==> src/shared/hbs_pkg.sv <==
// hbs_pkg: constants, field positions, timing counts and types of the
// half-bridge serial control block.
// assumes a 100 MHz core clock; the delay counts derive from CLK_MHZ, the filter count is fixed.
package hbs_pkg;

    ////////////////////////////////////////////////////////////////////////
    // sizes
    localparam int WORD_W = 16;
    localparam int BCNT_W = 4;
    localparam int NDRV   = 6;
    localparam int NPAIR  = 3;
    localparam int CNT_W  = 16;

    ////////////////////////////////////////////////////////////////////////
    // command word fields
    localparam int CMD_OV_CUTOFF_BIT = 15;
    localparam int CMD_UL_SD_BIT     = 14;
    localparam int CMD_OC_SEL_BIT    = 13;
    localparam int CMD_CLEAR_BIT     = 0;
    localparam int DRV_LSB           = 1;
    localparam logic [15:0] CTRL_RST = 16'h0000;

    // status word fields
    localparam int ST_SUPPLY_BIT = 15;
    localparam int ST_UL_BIT     = 14;
    localparam int ST_OC_BIT     = 13;
    localparam int ST_SHOOT_BIT  = 12;
    localparam int ST_THERM_BIT  = 0;

    ////////////////////////////////////////////////////////////////////////
    // timing
    localparam int CLK_MHZ          = 100;
    localparam int OC_SLOW_US       = 200;
    localparam int OC_FAST_US       = 25;
    localparam int UL_DELAY_US      = 350;
    localparam int OC_SLOW_CYC_DEF  = OC_SLOW_US * CLK_MHZ;
    localparam int OC_FAST_CYC_DEF  = OC_FAST_US * CLK_MHZ;
    localparam int UL_DELAY_CYC_DEF = UL_DELAY_US * CLK_MHZ;
    localparam int FILTER_CYC_DEF   = 16;

    ////////////////////////////////////////////////////////////////////////
    // types
    typedef logic [CNT_W-1:0]  hbs_cnt_t;
    typedef logic [NDRV-1:0]   hbs_drv_t;
    typedef logic [WORD_W-1:0] hbs_word_t;

    typedef struct packed {
        logic     csn;
        logic     sclk;
        logic     si;
        logic     wake;
        logic     vs_ov;
        logic     vs_uv;
        logic     vcc_uv;
        logic     therm;
        hbs_drv_t oc;
        hbs_drv_t ul;
    } hbs_pins_s;

    typedef enum logic {
        FR_IDLE  = 1'b0,
        FR_SHIFT = 1'b1
    } hbs_frame_e;

endpackage : hbs_pkg

==> src/shared/hbs_fault_if.sv <==
// hbs_fault_if: driver states and fault detector levels going to the
// fault timers, and the trip events coming back.
// assumes both ends run on core_clk.
`timescale 1ns/1ns
interface hbs_fault_if;
    import hbs_pkg::*;

    hbs_drv_t drive_on;
    hbs_drv_t oc_det;
    hbs_drv_t ul_det;
    logic     oc_delay_sel;
    hbs_drv_t oc_trip;
    hbs_drv_t ul_trip;

    modport ctrl  (output drive_on, oc_det, ul_det, oc_delay_sel,
                   input  oc_trip, ul_trip);
    modport timer (input  drive_on, oc_det, ul_det, oc_delay_sel,
                   output oc_trip, ul_trip);

endinterface : hbs_fault_if

==> src/design/hbs_fault_timer.sv <==
// hbs_fault_timer: per-driver overcurrent delay timers and one global
// underload delay timer.
// assumes detector levels are already synchronised to core_clk.
`timescale 1ns/1ns
module hbs_fault_timer import hbs_pkg::*; #(
    parameter int OC_SLOW_CYC  = OC_SLOW_CYC_DEF,
    parameter int OC_FAST_CYC  = OC_FAST_CYC_DEF,
    parameter int UL_DELAY_CYC = UL_DELAY_CYC_DEF
) (
    input wire logic   core_clk,
    input wire logic   reset,
    hbs_fault_if.timer fi
);

    localparam hbs_cnt_t SLOW_LIM = hbs_cnt_t'(OC_SLOW_CYC - 1);
    localparam hbs_cnt_t FAST_LIM = hbs_cnt_t'(OC_FAST_CYC - 1);
    localparam hbs_cnt_t UL_LIM   = hbs_cnt_t'(UL_DELAY_CYC - 1);

    hbs_drv_t          oc_run;
    hbs_drv_t          ul_run;
    wire  [NDRV-1:0]   oc_trip_w;
    hbs_cnt_t          ul_cnt_q;
    hbs_drv_t          ul_trip_q;

    // a fault only counts while its driver is switched on
    assign oc_run = fi.oc_det & fi.drive_on;
    assign ul_run = fi.ul_det & fi.drive_on;

    ////////////////////////////////////////////////////////////////////////
    // overcurrent: delay picked when the timer starts, then held
    genvar i;
    for (i = 0; i < NDRV; i++) begin : g_oc
        hbs_cnt_t cnt_q;
        logic     fast_q;
        logic     trip_q;
        hbs_cnt_t lim_w;

        assign lim_w = fast_q ? FAST_LIM : SLOW_LIM;
        assign oc_trip_w[i] = trip_q;

        // counter restarts whenever the condition drops
        always_ff @(posedge core_clk or posedge reset) begin
            if (reset) begin
                cnt_q  <= '0;
                fast_q <= 1'b0;
                trip_q <= 1'b0;
            end else begin
                if (!oc_run[i]) begin
                    cnt_q <= '0;
                end else if (cnt_q != lim_w) begin
                    cnt_q <= cnt_q + 1'b1;
                end
                if (cnt_q == '0) begin
                    fast_q <= fi.oc_delay_sel;
                end
                trip_q <= oc_run[i] & (cnt_q == lim_w);
            end
        end
    end

    ////////////////////////////////////////////////////////////////////////
    // underload: one shared timer runs while any driver is underloaded
    always_ff @(posedge core_clk or posedge reset) begin
        if (reset) begin
            ul_cnt_q  <= '0;
            ul_trip_q <= '0;
        end else begin
            if (ul_run == '0) begin
                ul_cnt_q <= '0;
            end else if (ul_cnt_q != UL_LIM) begin
                ul_cnt_q <= ul_cnt_q + 1'b1;
            end
            ul_trip_q <= (ul_cnt_q == UL_LIM) ? ul_run : '0;
        end
    end

    assign fi.oc_trip = oc_trip_w;
    assign fi.ul_trip = ul_trip_q;

    // a trip never comes from a driver that was off the cycle before
    oc_trip_cause_a:
        assert property (@(posedge core_clk) disable iff (reset)
            (oc_trip_w != '0) |-> ($past(oc_run) & oc_trip_w) == oc_trip_w)
        else $error("overcurrent trip without a running condition");

endmodule : hbs_fault_timer

==> src/design/hbs_spi_ctrl.sv <==
// hbs_spi_ctrl: serial command and status port of a triple half-bridge
// driver, with protection latches and driver enables.
// assumes all pins are asynchronous to core_clk; reset is power-on reset
// of the logic supply. shift_clock must be much slower than core_clk.
//
// Summary of operation
// frames carry 16-bit words, least significant bit first.
// chip select low opens a frame; word latches on its rising edge.
// serial output is released whenever chip select is high.
// word latches only when the bit count is a multiple of 16.
// bit counting starts at chip select fall, advances on clock rise.
// host keeps the shift clock low when raising chip select.
// an accepted frame clears the fault register; the code clears it only when command bit 0 is set.
// faults still present re-latch once the filter time has passed.
// status bits shift out while the command bits shift in.
// daisy chain: one 16-bit word per device within one frame.
// command bit 15 enables output cutoff on supply overvoltage.
// command bit 14 enables latching a driver off on underload.
// command bit 13 picks 200 us (0) or 25 us (1) overcurrent delay.
// command bits 1 to 6 switch drivers; status bits 1 to 6 echo them.
// command bit 0 set clears the latched status flags.
// status bit 15 shows a present or latched supply fault.
// status bits 14, 13, 12, 0 report underload, overcurrent, etc.
// overvoltage with cutoff enabled turns all outputs off meanwhile.
// programmed states are kept and return after overvoltage ends.
// supply fault flag stays set until a clear command.
// drivers start off and stay off in any undervoltage.
// the driver supply never affects the serial logic.
// wake pin low holds the device asleep.
// host keeps chip select high at least 5 us between frames.
// both drivers of a pair on: both forced off until cleared.
// overcurrent past the delay latches the driver off until cleared.
// underload past its delay sets a flag, optionally latches off.
// a frame of bad length changes nothing.
`timescale 1ns/1ns
module hbs_spi_ctrl import hbs_pkg::*; #(
    parameter int OC_SLOW_CYC  = OC_SLOW_CYC_DEF,
    parameter int OC_FAST_CYC  = OC_FAST_CYC_DEF,
    parameter int UL_DELAY_CYC = UL_DELAY_CYC_DEF,
    parameter int FILTER_CYC   = FILTER_CYC_DEF
) (
    input  wire logic            core_clk,
    input  wire logic            reset,
    input  wire logic            chip_select_n,
    input  wire logic            shift_clock,
    input  wire logic            serial_in,
    output logic                 serial_out,
    output logic                 serial_out_oe,
    input  wire logic            wake_pin,
    input  wire logic            vs_overvoltage,
    input  wire logic            vs_undervoltage,
    input  wire logic            vcc_undervoltage,
    input  wire logic            thermal_warn,
    input  wire logic [NDRV-1:0] overcurrent_det,
    input  wire logic [NDRV-1:0] underload_det,
    output logic                 low_side_1_on,
    output logic                 high_side_1_on,
    output logic                 low_side_2_on,
    output logic                 high_side_2_on,
    output logic                 low_side_3_on,
    output logic                 high_side_3_on
);

    localparam hbs_cnt_t FILTER_LD = hbs_cnt_t'(FILTER_CYC);

    ////////////////////////////////////////////////////////////////////////
    // helpers

    // pairs whose low and high drivers are both requested on
    function automatic logic [NPAIR-1:0] pair_conflict(input hbs_drv_t on);
        logic [NPAIR-1:0] c;
        c = '0;
        for (int k = 0; k < NPAIR; k++) begin
            c[k] = on[2*k] & on[2*k+1];
        end
        return c;
    endfunction : pair_conflict

    // expand a per-pair mask to both drivers of each pair
    function automatic hbs_drv_t pair_mask(input logic [NPAIR-1:0] p);
        hbs_drv_t m;
        m = '0;
        for (int k = 0; k < NPAIR; k++) begin
            m[2*k]   = p[k];
            m[2*k+1] = p[k];
        end
        return m;
    endfunction : pair_mask

    ////////////////////////////////////////////////////////////////////////
    // declarations
    hbs_pins_s         pin_w;
    hbs_pins_s         pin_meta_q;
    hbs_pins_s         pin_q;
    logic              sclk_prev_q;
    logic              csn_prev_q;
    hbs_frame_e        state_q;
    hbs_frame_e        state_d;
    hbs_word_t         sr_q;
    hbs_word_t         sr_d;
    logic [BCNT_W-1:0] bit_cnt_q;
    logic [BCNT_W-1:0] bit_cnt_d;
    logic              seen_q;
    logic              seen_d;
    logic              oe_q;
    logic              oe_d;
    hbs_word_t         ctrl_q;
    hbs_word_t         status_w;
    logic              supply_q;
    logic              ul_q;
    logic              oc_q;
    logic              st_q;
    logic              tw_q;
    hbs_drv_t          oc_off_q;
    hbs_drv_t          ul_off_q;
    logic [NPAIR-1:0]  blk_q;
    hbs_drv_t          drive_q;
    hbs_cnt_t          filt_q;
    logic              sclk_rise;
    logic              cs_fall;
    logic              frame_end;
    logic              len_ok;
    logic              accept;
    logic              clr;
    logic              filt_done;
    logic [NPAIR-1:0]  st_hit;
    hbs_drv_t          prog_on;
    logic              allow;
    hbs_drv_t          drive_d;

    hbs_fault_if fi ();

    hbs_fault_timer #(
        .OC_SLOW_CYC  (OC_SLOW_CYC),
        .OC_FAST_CYC  (OC_FAST_CYC),
        .UL_DELAY_CYC (UL_DELAY_CYC)
    ) u_timer (
        .core_clk (core_clk),
        .reset    (reset),
        .fi       (fi.timer)
    );

    ////////////////////////////////////////////////////////////////////////
    // pin synchroniser, two flops on every outside input
    assign pin_w = '{csn: chip_select_n, sclk: shift_clock, si: serial_in,
                     wake: wake_pin, vs_ov: vs_overvoltage,
                     vs_uv: vs_undervoltage, vcc_uv: vcc_undervoltage,
                     therm: thermal_warn, oc: overcurrent_det,
                     ul: underload_det};

    always_ff @(posedge core_clk or posedge reset) begin
        if (reset) begin
            pin_meta_q  <= '0;
            pin_q       <= '0;
            sclk_prev_q <= 1'b0;
            csn_prev_q  <= 1'b0;
        end else begin
            pin_meta_q  <= pin_w;
            pin_q       <= pin_meta_q;
            sclk_prev_q <= pin_q.sclk;
            csn_prev_q  <= pin_q.csn;
        end
    end

    ////////////////////////////////////////////////////////////////////////
    // edges and frame decode
    assign sclk_rise = pin_q.sclk & ~sclk_prev_q;
    assign cs_fall   = ~pin_q.csn & csn_prev_q & pin_q.wake;
    // the clock is low here, so no extra bit is counted at the end
    assign frame_end = pin_q.csn & ~csn_prev_q & (state_q == FR_SHIFT);
    assign len_ok    = seen_q & (bit_cnt_q == '0);
    assign accept    = frame_end & len_ok;
    assign clr       = accept & sr_q[CMD_CLEAR_BIT];
    assign st_hit    = accept ? pair_conflict(sr_q[DRV_LSB +: NDRV])
                              : '0;
    assign filt_done = (filt_q == '0);

    // status word, snapshot taken at the start of each frame
    always_comb begin
        status_w                 = '0;
        status_w[ST_SUPPLY_BIT]  = supply_q;
        status_w[ST_UL_BIT]      = ul_q;
        status_w[ST_OC_BIT]      = oc_q;
        status_w[ST_SHOOT_BIT]   = st_q;
        status_w[ST_THERM_BIT]   = tw_q;
        status_w[DRV_LSB +: NDRV] = drive_q;
    end

    ////////////////////////////////////////////////////////////////////////
    // frame state machine: one shift register carries status out and the
    // command in, so surplus daisy-chain words pass straight through
    always_comb begin
        state_d   = state_q;
        sr_d      = sr_q;
        bit_cnt_d = bit_cnt_q;
        seen_d    = seen_q;
        oe_d      = oe_q;
        case (state_q)
            FR_IDLE: begin
                if (cs_fall) begin
                    state_d   = FR_SHIFT;
                    sr_d      = status_w;
                    bit_cnt_d = '0;
                    seen_d    = 1'b0;
                    oe_d      = 1'b1;
                end
            end
            FR_SHIFT: begin
                if (frame_end || !pin_q.wake) begin
                    state_d = FR_IDLE;
                    oe_d    = 1'b0;
                end else if (sclk_rise) begin
                    sr_d      = {pin_q.si, sr_q[WORD_W-1:1]};
                    bit_cnt_d = bit_cnt_q + 1'b1;
                    seen_d    = 1'b1;
                end
            end
            default: begin
                state_d = FR_IDLE;
                oe_d    = 1'b0;
            end
        endcase
    end

    always_ff @(posedge core_clk or posedge reset) begin
        if (reset) begin
            state_q   <= FR_IDLE;
            sr_q      <= '0;
            bit_cnt_q <= '0;
            seen_q    <= 1'b0;
            oe_q      <= 1'b0;
        end else begin
            state_q   <= state_d;
            sr_q      <= sr_d;
            bit_cnt_q <= bit_cnt_d;
            seen_q    <= seen_d;
            oe_q      <= oe_d;
        end
    end

    ////////////////////////////////////////////////////////////////////////
    // command register, loaded only by a frame of good length
    always_ff @(posedge core_clk or posedge reset) begin
        if (reset) begin
            ctrl_q <= CTRL_RST;
        end else if (accept) begin
            ctrl_q <= sr_q;
        end
    end

    ////////////////////////////////////////////////////////////////////////
    // fault filter: a valid frame restarts it, level faults wait for it
    always_ff @(posedge core_clk or posedge reset) begin
        if (reset) begin
            filt_q <= '0;
        end else if (accept) begin
            filt_q <= FILTER_LD;
        end else if (!filt_done) begin
            filt_q <= filt_q - 1'b1;
        end
    end

    ////////////////////////////////////////////////////////////////////////
    // sticky flags and latch-offs; a new event wins over a clear
    always_ff @(posedge core_clk or posedge reset) begin
        if (reset) begin
            supply_q <= 1'b0;
            ul_q     <= 1'b0;
            oc_q     <= 1'b0;
            st_q     <= 1'b0;
            tw_q     <= 1'b0;
            oc_off_q <= '0;
            ul_off_q <= '0;
            blk_q    <= '0;
        end else begin
            supply_q <= (supply_q & ~clr) |
                        (filt_done & (pin_q.vs_ov | pin_q.vs_uv));
            tw_q     <= (tw_q & ~clr) | (filt_done & pin_q.therm);
            ul_q     <= (ul_q & ~clr) | (|fi.ul_trip);
            oc_q     <= (oc_q & ~clr) | (|fi.oc_trip);
            st_q     <= (st_q & ~clr) | (|st_hit);
            oc_off_q <= (oc_off_q & ~{NDRV{clr}}) | fi.oc_trip;
            ul_off_q <= (ul_off_q & ~{NDRV{clr}}) |
                        (fi.ul_trip & {NDRV{ctrl_q[CMD_UL_SD_BIT]}});
            blk_q    <= (blk_q & ~{NPAIR{clr}}) | st_hit;
        end
    end

    ////////////////////////////////////////////////////////////////////////
    // driver enables; the programmed word is never touched by protection
    assign prog_on = ctrl_q[DRV_LSB +: NDRV] & ~oc_off_q & ~ul_off_q &
                     ~pair_mask(blk_q);
    assign allow   = pin_q.wake & ~pin_q.vs_uv & ~pin_q.vcc_uv &
                     ~(pin_q.vs_ov & ctrl_q[CMD_OV_CUTOFF_BIT]);
    assign drive_d = allow ? prog_on : '0;

    always_ff @(posedge core_clk or posedge reset) begin
        if (reset) begin
            drive_q <= '0;
        end else begin
            drive_q <= drive_d;
        end
    end

    // timers see actual driver state and the live delay selection
    assign fi.drive_on     = drive_q;
    assign fi.oc_det       = pin_q.oc;
    assign fi.ul_det       = pin_q.ul;
    assign fi.oc_delay_sel = ctrl_q[CMD_OC_SEL_BIT];

    ////////////////////////////////////////////////////////////////////////
    // outputs, all straight from flops; serial path ignores supply state
    assign serial_out     = sr_q[0];
    assign serial_out_oe  = oe_q;
    assign low_side_1_on  = drive_q[0];
    assign high_side_1_on = drive_q[1];
    assign low_side_2_on  = drive_q[2];
    assign high_side_2_on = drive_q[3];
    assign low_side_3_on  = drive_q[4];
    assign high_side_3_on = drive_q[5];

    ////////////////////////////////////////////////////////////////////////
    // checks
    so_release_a:
        assert property (@(posedge core_clk) disable iff (reset)
            frame_end |=> !serial_out_oe [*2])
        else $error("serial output still enabled after frame end");

    count_start_a:
        assert property (@(posedge core_clk) disable iff (reset)
            (cs_fall && state_q == FR_IDLE) |=>
                (bit_cnt_q == '0) && !seen_q && serial_out_oe)
        else $error("frame count not restarted at chip select fall");

    shift_lsb_a:
        assert property (@(posedge core_clk) disable iff (reset)
            (state_q == FR_SHIFT && sclk_rise && !frame_end &&
             pin_q.wake) |=>
                sr_q == {$past(pin_q.si), $past(sr_q[WORD_W-1:1])})
        else $error("serial shift not least significant bit first");

    word_latch_a:
        assert property (@(posedge core_clk) disable iff (reset)
            accept |=> ctrl_q == $past(sr_q))
        else $error("accepted word not latched");

    bad_len_a:
        assert property (@(posedge core_clk) disable iff (reset)
            (frame_end && !len_ok) |=> $stable(ctrl_q) && filt_q != FILTER_LD)
        else $error("bad length frame changed state");

    refilter_a:
        assert property (@(posedge core_clk) disable iff (reset)
            accept |=> (filt_q == FILTER_LD) ##1 !supply_q || $past(supply_q))
        else $error("fault filter not restarted by valid frame");

    supply_hold_a:
        assert property (@(posedge core_clk) disable iff (reset)
            (supply_q && !clr) |=> supply_q)
        else $error("supply flag dropped without clear command");

    ov_cutoff_a:
        assert property (@(posedge core_clk) disable iff (reset)
            (pin_q.vs_ov && ctrl_q[CMD_OV_CUTOFF_BIT]) |=> drive_q == '0)
        else $error("outputs on during overvoltage cutoff");

    uv_off_a:
        assert property (@(posedge core_clk) disable iff (reset)
            (pin_q.vs_uv || pin_q.vcc_uv || !pin_q.wake) |=> drive_q == '0)
        else $error("outputs on during undervoltage or sleep");

    shoot_off_a:
        assert property (@(posedge core_clk) disable iff (reset)
            (blk_q != '0) |=> (drive_q & pair_mask($past(blk_q))) == '0)
        else $error("blocked pair driven after shoot-through");

    oc_latch_a:
        assert property (@(posedge core_clk) disable iff (reset)
            (fi.oc_trip != '0) |=> oc_q && (oc_off_q & $past(fi.oc_trip))
                == $past(fi.oc_trip))
        else $error("overcurrent trip not latched");

endmodule : hbs_spi_ctrl

==> config.mk <==
export PLATFORM = sky130hd
export DESIGN_NAME = hbs_spi_ctrl
export DESIGN_NICKNAME = d
export VERILOG_FILES = /design/src/shared/hbs_pkg.sv /design/src/shared/hbs_fault_if.sv /design/src/design/hbs_fault_timer.sv /design/src/design/hbs_spi_ctrl.sv
export SDC_FILE = /design/constraint.sdc
export NUM_CORES = 1
export LEC_CHECK = 0
export BUFFER_PORTS_ARGS = -buffer_cell sky130_fd_sc_hd__buf_2
export CAP_MARGIN = 30
export CORE_MARGIN = 2
export CORE_UTILIZATION = 55
export CTS_BUF_LIST = sky130_fd_sc_hd__clkbuf_16
export DETAILED_ROUTE_END_ITERATION = 7
export PLACE_DENSITY = 0.74
export SYNTH_ARGS = -nofsm -noshare
export SYNTH_HDL_FRONTEND = slang
export SYNTH_SLANG_ARGS = --single-unit
==> constraint.sdc <==
create_clock -name core_clk -period 7.49 [get_ports core_clk]
set_input_delay 0.3745 -clock core_clk [delete_from_list [all_inputs] [get_ports core_clk]]
set_output_delay 0.3745 -clock core_clk [all_outputs]
set_load 0.01 [all_outputs]
==> results.md, run 1 <==
- Fillers: 1,566
- Post-Synth Adder-Cell Area: 1.826%
- Initial DRC Count: 514
- Worst Path Max Fanout: 28
- Core Region: 19,530 µm²
- I/O pin count: 30
- Syn avg cell area: 10.46 µm²
- Global Route Usage Sum: 20.58%
- Worst setup EP type: register
- Synth Cell Area: 10,960 µm²
- Post-DP HPWL: 13,440 µm
- Wirelength, routed: 21,200 µm
- Largest net degree at the start of global routing: 106
- Avg Vias per Cell: 5.604
- Number of global-route vias before repair: 7,508
- Die width: 145.2 µm
- Final hold vios: 49
- DR pass1 iterations: 5
- Mux cell area share after synthesis: 3.276%
- Sink Count: 246
- # diodes: 0
- Final std cells w/o fill: 1,388
- CTS max path bufs: 3
- Yosys warns: 0
- Endpoints failing setup: 0
- Fraction of registers with async set/reset: 100.0%
- Final Slew Violations: 0
- Max-cap violations: 0
- Port bufs: 29
- Synth Area in XOR/XNOR: 7.270%
- Compound-Gate Fraction of Synth Area: 7.544%
- Most common cell after layout, fill and taps aside: dfrtp_1
- Post-layout min period: 2.805 ns
- Sequential share of the synthesized area: 56.15%
- Grt ovf: 0
- Period Utilization, post-route: 37.45%
- Status: finished with violations
- Worst path required time: 7.90 ns
- Worst-Margin Slew: 0.9504 ns
- Root buffer cell: clkbuf_16
- Failing checks: hold timing
- Share of cells above drive strength 1: 9.172%
- Setup TNS: 0 ns
- Synth Area in Simple Gates: 21.80%
- Worst setup SP type: register
- Final clock skew: 0.009587 ns
- Commonest cells after routing, fill and taps aside: 246 x dfrtp_1, 153 x nor2_1, 95 x nand2_1
- Layout area overhead: 13.30%
- Syn nets: 1,086
- Wire per inst: 15.28 µm
- Unique masters post-synth: 59
- H-tree levels: 1
- Post-CTS resize count: 0
- Cells after Synth: 1,048
- FF+latch area: 6156 µm²
- Cell Pwr Density: 232.5 nW/µm²
- Multi-input gate area: 4573 µm²
- Number of CTS-inserted buffers: 27
- Max Clk Rate: 356.5 MHz
- First-pass GRT wire length: 36,610 µm
- Slew HR: 36.64%
- Initial antenna violation count: 0
- Die height: 145.2 µm
- Row count: 51
- DP Cell Count: 1,319
- Max VDD drop: 0.1995 mV
- GPL Wtd Cong: 0.8254
- EDFF count, synth: 0
- Post-route ant nets: 0
- Largest family of logic cells by synthesized area: simple AND/OR/NAND/NOR gates
- Drt drc: 0
- Critical path arrival: 3.22 ns
- Seq cells post-synth: 246
- Via Count: 7,779
- Clock transition at path regs: 0.06 ns
- Clock insertion delay at the later pin of the skew report: 0.53 ns
- Fin Hold WS: -0.04460 ns
- Post-synth top flop: dfrtp_1
- RSZ-0062 raised after global routing: false
- Worst setup path category: reg -> reg
- Die footprint: 21,080 µm²
- LEAKAGE: 5.408 nW
- Worst min path class: in -> async
- Initial core utilization: 56.15%
- Layout Nets: 1,141
- CTS tree: yes
-- per-layer routing --
layer	track usage [%]	part of all wire (%)	routed length, µm
met1	29.52	47	10070
met2	33.07	47	9886
met3	3.019	3.7	780
met4	5.735	2.2	468
met5	0	0	0
-- synthesized netlist by cell type (all sizes together), types with 6 or more instances --
| cell | number | share of area [%] |
|---|---|---|
| a21oi | 35 | 1.6 |
| a31o | 7 | 0.56 |
| ha | 16 | 1.8 |
| xor2 | 48 | 3.8 |
| a31oi | 7 | 0.40 |
| nor2b | 9 | 0.51 |
| nor4 | 18 | 1.2 |
| nor2 | 153 | 5.2 |
| nand4 | 28 | 1.6 |
| or4 | 7 | 0.51 |
| and4 | 9 | 0.72 |
| o21ai | 40 | 1.8 |
| inv | 28 | 0.96 |
| a22o | 10 | 0.80 |
| nor3 | 16 | 0.78 |
| nor4b | 8 | 0.64 |
| and3 | 27 | 1.5 |
| dfrtp | 246 | 56 |
| nand3 | 61 | 2.8 |
| mux2 | 15 | 1.5 |
| a21o | 6 | 0.41 |
| clkbuf | 25 | 0.95 |
| nand4b | 6 | 0.48 |
| nand2 | 95 | 3.3 |
| xnor2 | 43 | 3.4 |
| mux2i | 19 | 1.7 |
| or3 | 18 | 1.0 |
-- cells by family (layout without fill, tap and decap cells) --
family                     after synthesis  in the layout
buffers and inverters                   57            132
muxes                                   34             34
AOI/OAI and AO/OA                      128            128
xor gates and xnor gates                91             91
and+or+nand+nor                        476            476
adders and majority gates               16             16
DFF                                    246            246
-- state kept, by name (all words and copies together), names as in the netlist, 3 cells and up --
signal               flops
u_timer.g_oc.trip_q      6
u_timer.fi.ul_trip       6
ul_off_q                 6
u_timer.g_oc.cnt_q      96
oc_off_q                 6
ctrl_q                   9
drive_q                  6
u_timer.ul_cnt_q        16
pin_meta_q              20
pin_q                    8
fi.oc_det                6
sr_q                    16
fi.ul_det                6
filt_q                  16
blk_q                    3
u_timer.g_oc.fast_q      6
bit_cnt_q                4
-- area by class of cell --
class,count,area share [%]
flip-flops and latches,246,49.56
clock buffers,27,5.440
clock inverters,22,1.259
inverters,28,0.9066
well taps,265,2.669
multi-input cells,745,36.82
repair buffers,55,3.344
-- per-stage QoR --
step / power [mW] / setup WS (ns) / area, µm² / util, %
after global routing: 3.007 / 4.504 / 12420 / 63.61
after floorplan: 1.606 / 0.3573 / 10960 / -
after CTS: 2.918 / 4.704 / 12420 / 63.61
final: 2.888 / 4.685 / 12420 / 63.61
after global placement: 1.649 / 4.811 / 11340 / 58.08
after detailed placement: 1.660 / 4.703 / 11390 / 58.32
-- worst paths after layout --
kind,startpoint,to,slack (ns),depth (start not counted)
setup / recovery,state_q,blk_q[2],4.68,5
hold / removal,reset,u_timer.g_oc[2].cnt_q[7],-0.04,2
setup reg to reg,state_q,blk_q[2],4.68,5
hold reg to reg,pin_meta_q[4],fi.ul_det[4],0.35,0
max in group asynchronous,reset,drive_q[2],6.22,3
min in group core_clk,pin_meta_q[4],fi.ul_det[4],0.35,0
-- worst max-delay path, stage by stage, from the launching register on --
cell and delay, ns:
dfrtp_1 0.96, nand2b_1 0.23, nor4_4 0.18, buf_4 0.36, nand2_1 0.53, a32o_1 0.41
-- timing repair --
| action | 4_1_cts | 5_1_grt |
|---|---|---|
| buffers inserted | 0 | 0 |
| hold buffers | 20 | 0 |
| endpoints found under the hold margin | 20 | 0 |
-- power breakdown --
part | leakage (nW) | total [mW] | switching (mW) | internal (mW)
clock network | 0.433 | 1.24 | 0.520 | 0.722
registers | 3.30 | 1.45 | 0.0634 | 1.39
logic | 1.68 | 0.191 | 0.106 | 0.0851
Note: power is estimated with default switching activity, not from simulation.
==> inputs of run 2 (changes only) <==
- PLACE_DENSITY: 0.74 -> 0.72
- clock period: 7.49 -> 2.7 ns (I/O delays scaled with it)
==> run 2 against run 1 <==
Clock-buffer cell count stayed put. Via count shrank 0.30%. First-iteration DRC count down 32%. Hold slack better by 0.28 ns. Utilization rose by 0.78 points. Clock power grew to 2.9 times the previous value. The run now ends clean. Highest routed layer unchanged. Maximum frequency increased by 31%.
==> results.md, run 2 (synthesis results as in run 1) <==
- Worst min path class: in -> async
- DR pass1 iterations: 5
- Die footprint: 21,080 µm²
- Grt ovf: 0
- Post-DP HPWL: 13,620 µm
- Avg Vias per Cell: 5.556
- Core Region: 19,530 µm²
- Post-layout min period: 2.145 ns
- # diodes: 0
- Commonest cells after routing, fill and taps aside: 246 x dfrtp_1, 153 x nor2_1, 95 x nand2_1
- First-pass GRT wire length: 36,080 µm
- Share of cells above drive strength 1: 9.549%
- Worst-Margin Slew: 0.7557 ns
- GPL Wtd Cong: 0.7904
- I/O pin count: 30
- Clock transition at path regs: 0.05 ns
- Initial DRC Count: 351
- Final hold vios: 0
- Die width: 145.2 µm
- Slew HR: 49.50%
- Most common cell after layout, fill and taps aside: dfrtp_1
- Fin area: 12,570 µm²
- Via Count: 7,756
- Root buffer cell: clkbuf_16
- CTS max path bufs: 3
- Fillers: 1,578
- Endpoints failing setup: 0
- Die height: 145.2 µm
- Max-cap violations: 0
- Total power: 8.125 mW
- Reg with most FFs: u_timer.g_oc.cnt_q
- Number of global-route vias before repair: 7,504
- Status: complete, no violations
- Post-place instance area: 11,490 µm²
- Number of CTS-inserted buffers: 27
- Max VDD drop: 0.5419 mV
- Wirelength, routed: 20,880 µm
- Wire per inst: 14.96 µm
- Largest net degree at the start of global routing: 47
- Sink Count: 246
- RSZ-0062 raised after global routing: false
- Worst setup path category: reg -> reg
- Row count: 51
- LEAKAGE: 5.480 nW
- Worst Path Max Fanout: 4
- FF+latch area: 6156 µm²
- Initial core utilization: 56.15%
- CTS tree: yes
- Max Clk Rate: 466.1 MHz
- Worst setup EP type: register
- Largest regs: u_timer.g_oc.cnt_q (96), pin_meta_q (20)
- Post-route ant nets: 0
- Cell Pwr Density: 646.2 nW/µm²
- Initial antenna violation count: 0
- Largest register FFs: 96
- Period Utilization, post-route: 79.46%
- Global Route Usage Sum: 20.22%
- Post-CTS resize count: 0
- Final Slew Violations: 0
- H-tree levels: 1
- Layout Nets: 1,150
- Drt drc: 0
- Worst path required time: 3.13 ns
- Port bufs: 29
- Multi-input gate area: 4573 µm²
- Final clock skew: 0.007792 ns
- Clock insertion delay at the later pin of the skew report: 0.52 ns
- Critical path arrival: 2.57 ns
- Worst setup SP type: register
- Layout area overhead: 14.69%
## run 2: repair_timing
action                                  4_1_cts  5_1_grt
setup buffers                                 0        0
hold endpoints to repair                    140        0
hold buffers                                 21        0
endpoints found under the setup margin        0        0
## run 2: where the power goes
part | total (mW) | leakage (nW) | switching, mW | internal [mW]
combinational | 0.553 | 1.73 | 0.297 | 0.255
sequential | 4.02 | 3.30 | 0.163 | 3.86
clock | 3.55 | 0.452 | 1.37 | 2.18
## run 2: final cells by class
class / instances / share of cell area (%)
Tap cell: 265 / 2.637
Clock inverter: 21 / 1.532
Timing Repair Buffer: 64 / 4.259
Sequential cell: 246 / 48.96
Inverter: 28 / 0.8658
Multi-Input combinational cell: 745 / 36.37
Clock buffer: 27 / 5.374
## run 2: stage by stage
stage               instances  TNS (ns)  utilization [%]  hold WS [ns]  worst slack, ns
global route             1396         0            64.39        0.2348           0.3068
floorplan                1048   -164.02                -        0.1664          -0.6668
CTS                      1396         0            64.39        0.2275           0.5669
detailed placement       1327         0            58.87        0.2182           0.5965
global placement         1326         0            58.77        0.2431           0.6798
finish                   1396         0            64.39        0.2330           0.5545
## run 2: per-layer routing
layer	share of wire (%)	routed length, µm	up-vias	global-route usage, %
met3	2.8	579	28	2.767
li1	-	-	3792	-
met5	0	0	-	0
met4	1.6	343	0	4.118
met1	47	9808	3829	28.66
met2	49	10150	107	33.83
## run 2: worst max-delay path, stage by stage (launching register included)
cell     delay (ns)
dfrtp_1        0.39
inv_1          0.10
ha_1           0.18
nor4b_1        0.48
nand2_1        0.16
or4_1          0.45
xor2_1         0.17
nor3_1         0.13
## run 2: final timing paths
path                            slack (ns)                        to               start  cells after the start
worst max-delay path                  0.55                filt_q[12]           filt_q[0]                      7
worst min-delay path                  0.23                filt_q[14]               reset                      4
worst max register to register        0.55                filt_q[12]           filt_q[0]                      7
worst min register to register        0.35              fi.ul_det[4]       pin_meta_q[4]                      0
max in group asynchronous             1.92  u_timer.g_oc[4].cnt_q[8]               reset                      5
min in group core_clk                 0.25             pin_meta_q[9]  overcurrent_det[3]                      2
==> inputs of run 3 (changes only) <==
- clock period: 2.7 -> 2 ns (I/O delays scaled with it)
==> run 3 against run 2 <==
Cell area rose by 2.4%. Power up 41%. Critical endpoint is now filt_q[7]. Critical path depth down 3. Non-clock buffer count increased by 24. Clock-buffer cell count is the same. Via count grew 1.8%. Sequential cell count unchanged. Combinational power up 48%. Utilization grew 1.5 points.
==> results.md, run 3 (synthesis results as in run 1) <==
- Number of CTS-inserted buffers: 27
- Clock transition at path regs: 0.06 ns
- I/O pin count: 30
- Fin area: 12,870 µm²
- Cell Pwr Density: 890.0 nW/µm²
- Max Clk Rate: 520.5 MHz
- Grt ovf: 0
- Global Route Usage Sum: 20.36%
- Worst path required time: 2.45 ns
- Sw Ratio: 22.97%
- Final std cells w/o fill: 1,422
- Largest regs: u_timer.g_oc.cnt_q (96), pin_meta_q (20)
- Die footprint: 21,080 µm²
- Final Slew Violations: 0
- Largest net degree at the start of global routing: 81
- # diodes: 0
- Worst Path Max Fanout: 5
- Max-cap violations: 0
- Die height: 145.2 µm
- Number of global-route vias before repair: 7,640
- DP Cell Count: 1,350
- Part of the power in registers: 47.6%
- Status: complete, no violations
- Clock insertion delay at the later pin of the skew report: 0.53 ns
- Largest register FFs: 96
- Comb pwr share: 7.2%
- Final hold vios: 0
- Endpoints failing setup: 0
- Drt drc: 0
- Layout area overhead: 17.43%
- Net Switching: 2.632 mW
- Setup TNS: 0 ns
- Worst-Margin Slew: 0.5672 ns
- CTS max path bufs: 3
- Internal power component: 8.826 mW
- Most common cell after layout, fill and taps aside: dfrtp_1
- Post-layout min period: 1.921 ns
- Final clock skew: 0.02258 ns
- First-pass GRT wire length: 36,390 µm
- Flop2flop setup slack: 0.08 ns
- Initial core utilization: 56.15%
- DR pass1 iterations: 5
- Worst min path class: in -> async
- Total power: 11.46 mW
- Worst setup EP type: register
- Port bufs: 29
- Wirelength, routed: 21,260 µm
- Wire per inst: 14.95 µm
- Post-place instance area: 11,650 µm²
- Final WS setup: 0.07889 ns
- GPL Wtd Cong: 0.8434
- Post-place setup slack: 0.008953 ns
- Die width: 145.2 µm
- Worst setup SP type: register
- Post-DP HPWL: 13,860 µm
- Clock share of power: 45.3%
- CTS tree: yes
- Initial antenna violation count: 0
- Layout Nets: 1,174
- Via Count: 7,899
- Reg2Reg Capture Point: filt_q[7]
- Worst R2R Path Depth: 4
- Reg-to-reg startpoint: filt_q[2]
- Slew HR: 61.90%
- Root buffer cell: clkbuf_16
- LEAKAGE: 5.619 nW
- Share of cells above drive strength 1: 12.71%
- H-tree levels: 1
- Critical path arrival: 2.37 ns
- RSZ-0062 raised after global routing: false
- Worst setup path category: reg -> reg
- Sink Count: 246
- Post-route ant nets: 0
- Avg Vias per Cell: 5.555
- Initial DRC Count: 377
- Core Region: 19,530 µm²
- Max VDD drop: 0.7571 mV
- Period Utilization, post-route: 96.06%
- Row count: 51
- Reg with most FFs: u_timer.g_oc.cnt_q
- Commonest cells after routing, fill and taps aside: 246 x dfrtp_1, 153 x nor2_1, 95 x nand2_1
[run 3: changes by cell type in the layout (fill, tap and decap cells not counted), sizes merged]
| cell | delta |
|---|---|
| buf | +24 |
| inv | -5 |
| clkinvlp | +3 |
| bufinv | +2 |
| clkinv | +2 |
[run 3: cell type report]
type	count	area (µm²)
fill	1505	6653
sequential	246	6156
multi-input combinational	745	4632
timing repair buffer	88	703.2
clock buffer	27	675.6
tap	265	331.6
clock inverter	23	266.5
inverter	28	108.9
[run 3: worst max-delay path by stage]
stage                                   from  cells past startpoint                        to  slack [ns]
floorplan                              reset                      1              bit_cnt_q[0]       -1.33
global placement    u_timer.g_oc[4].cnt_q[5]                      5  u_timer.g_oc[4].cnt_q[0]        0.03
detailed placement  u_timer.g_oc[4].cnt_q[5]                      5  u_timer.g_oc[4].cnt_q[0]       0.009
CTS                 u_timer.g_oc[4].cnt_q[5]                      5  u_timer.g_oc[4].cnt_q[0]       0.003
global route                       filt_q[4]                      5                filt_q[15]       0.001
finish                             filt_q[2]                      4                 filt_q[7]        0.08
[run 3: critical path, cell delays in order, from the launching register on]
cell	delay (ns)
dfrtp_1	0.44
or4_4	0.50
or4_1	0.42
or3_1	0.37
a21oi_2	0.11
[run 3: metal layers]
layer / global-route usage, % / wire, µm / vias to the layer above
met5: 0 / 0 / -
li1: - / - / 3851
met3: 3.082 / 792 / 25
met1: 28.83 / 10020 / 3893
met2: 33.33 / 10030 / 130
met4: 5.196 / 426 / 0
[run 3: stage by stage]
step | utilization [%] | hold slack [ns]
after floorplan | - | 0.1314
after global placement | 59.69 | 0.1124
after detailed placement | 59.69 | 0.1106
after CTS | 65.59 | 0.09156
after global routing | 65.93 | 0.1276
final | 65.93 | 0.1038
[run 3: power by group through the flow]
stage	registers [mW]	logic, mW	clock network, mW
floorplan	5.46	0.551	0
detailed placement	5.51	0.773	0
CTS	5.43	0.807	5.31
global route	5.48	0.935	5.51
finish	5.45	0.821	5.18
global placement	5.51	0.752	0
[run 3: timing repair]
item	CTS	global route
endpoints found under the setup margin	0	18
setup buffers	0	1
hold buffers	21	0
endpoints found under the hold margin	248	0
gates resized for setup	0	10
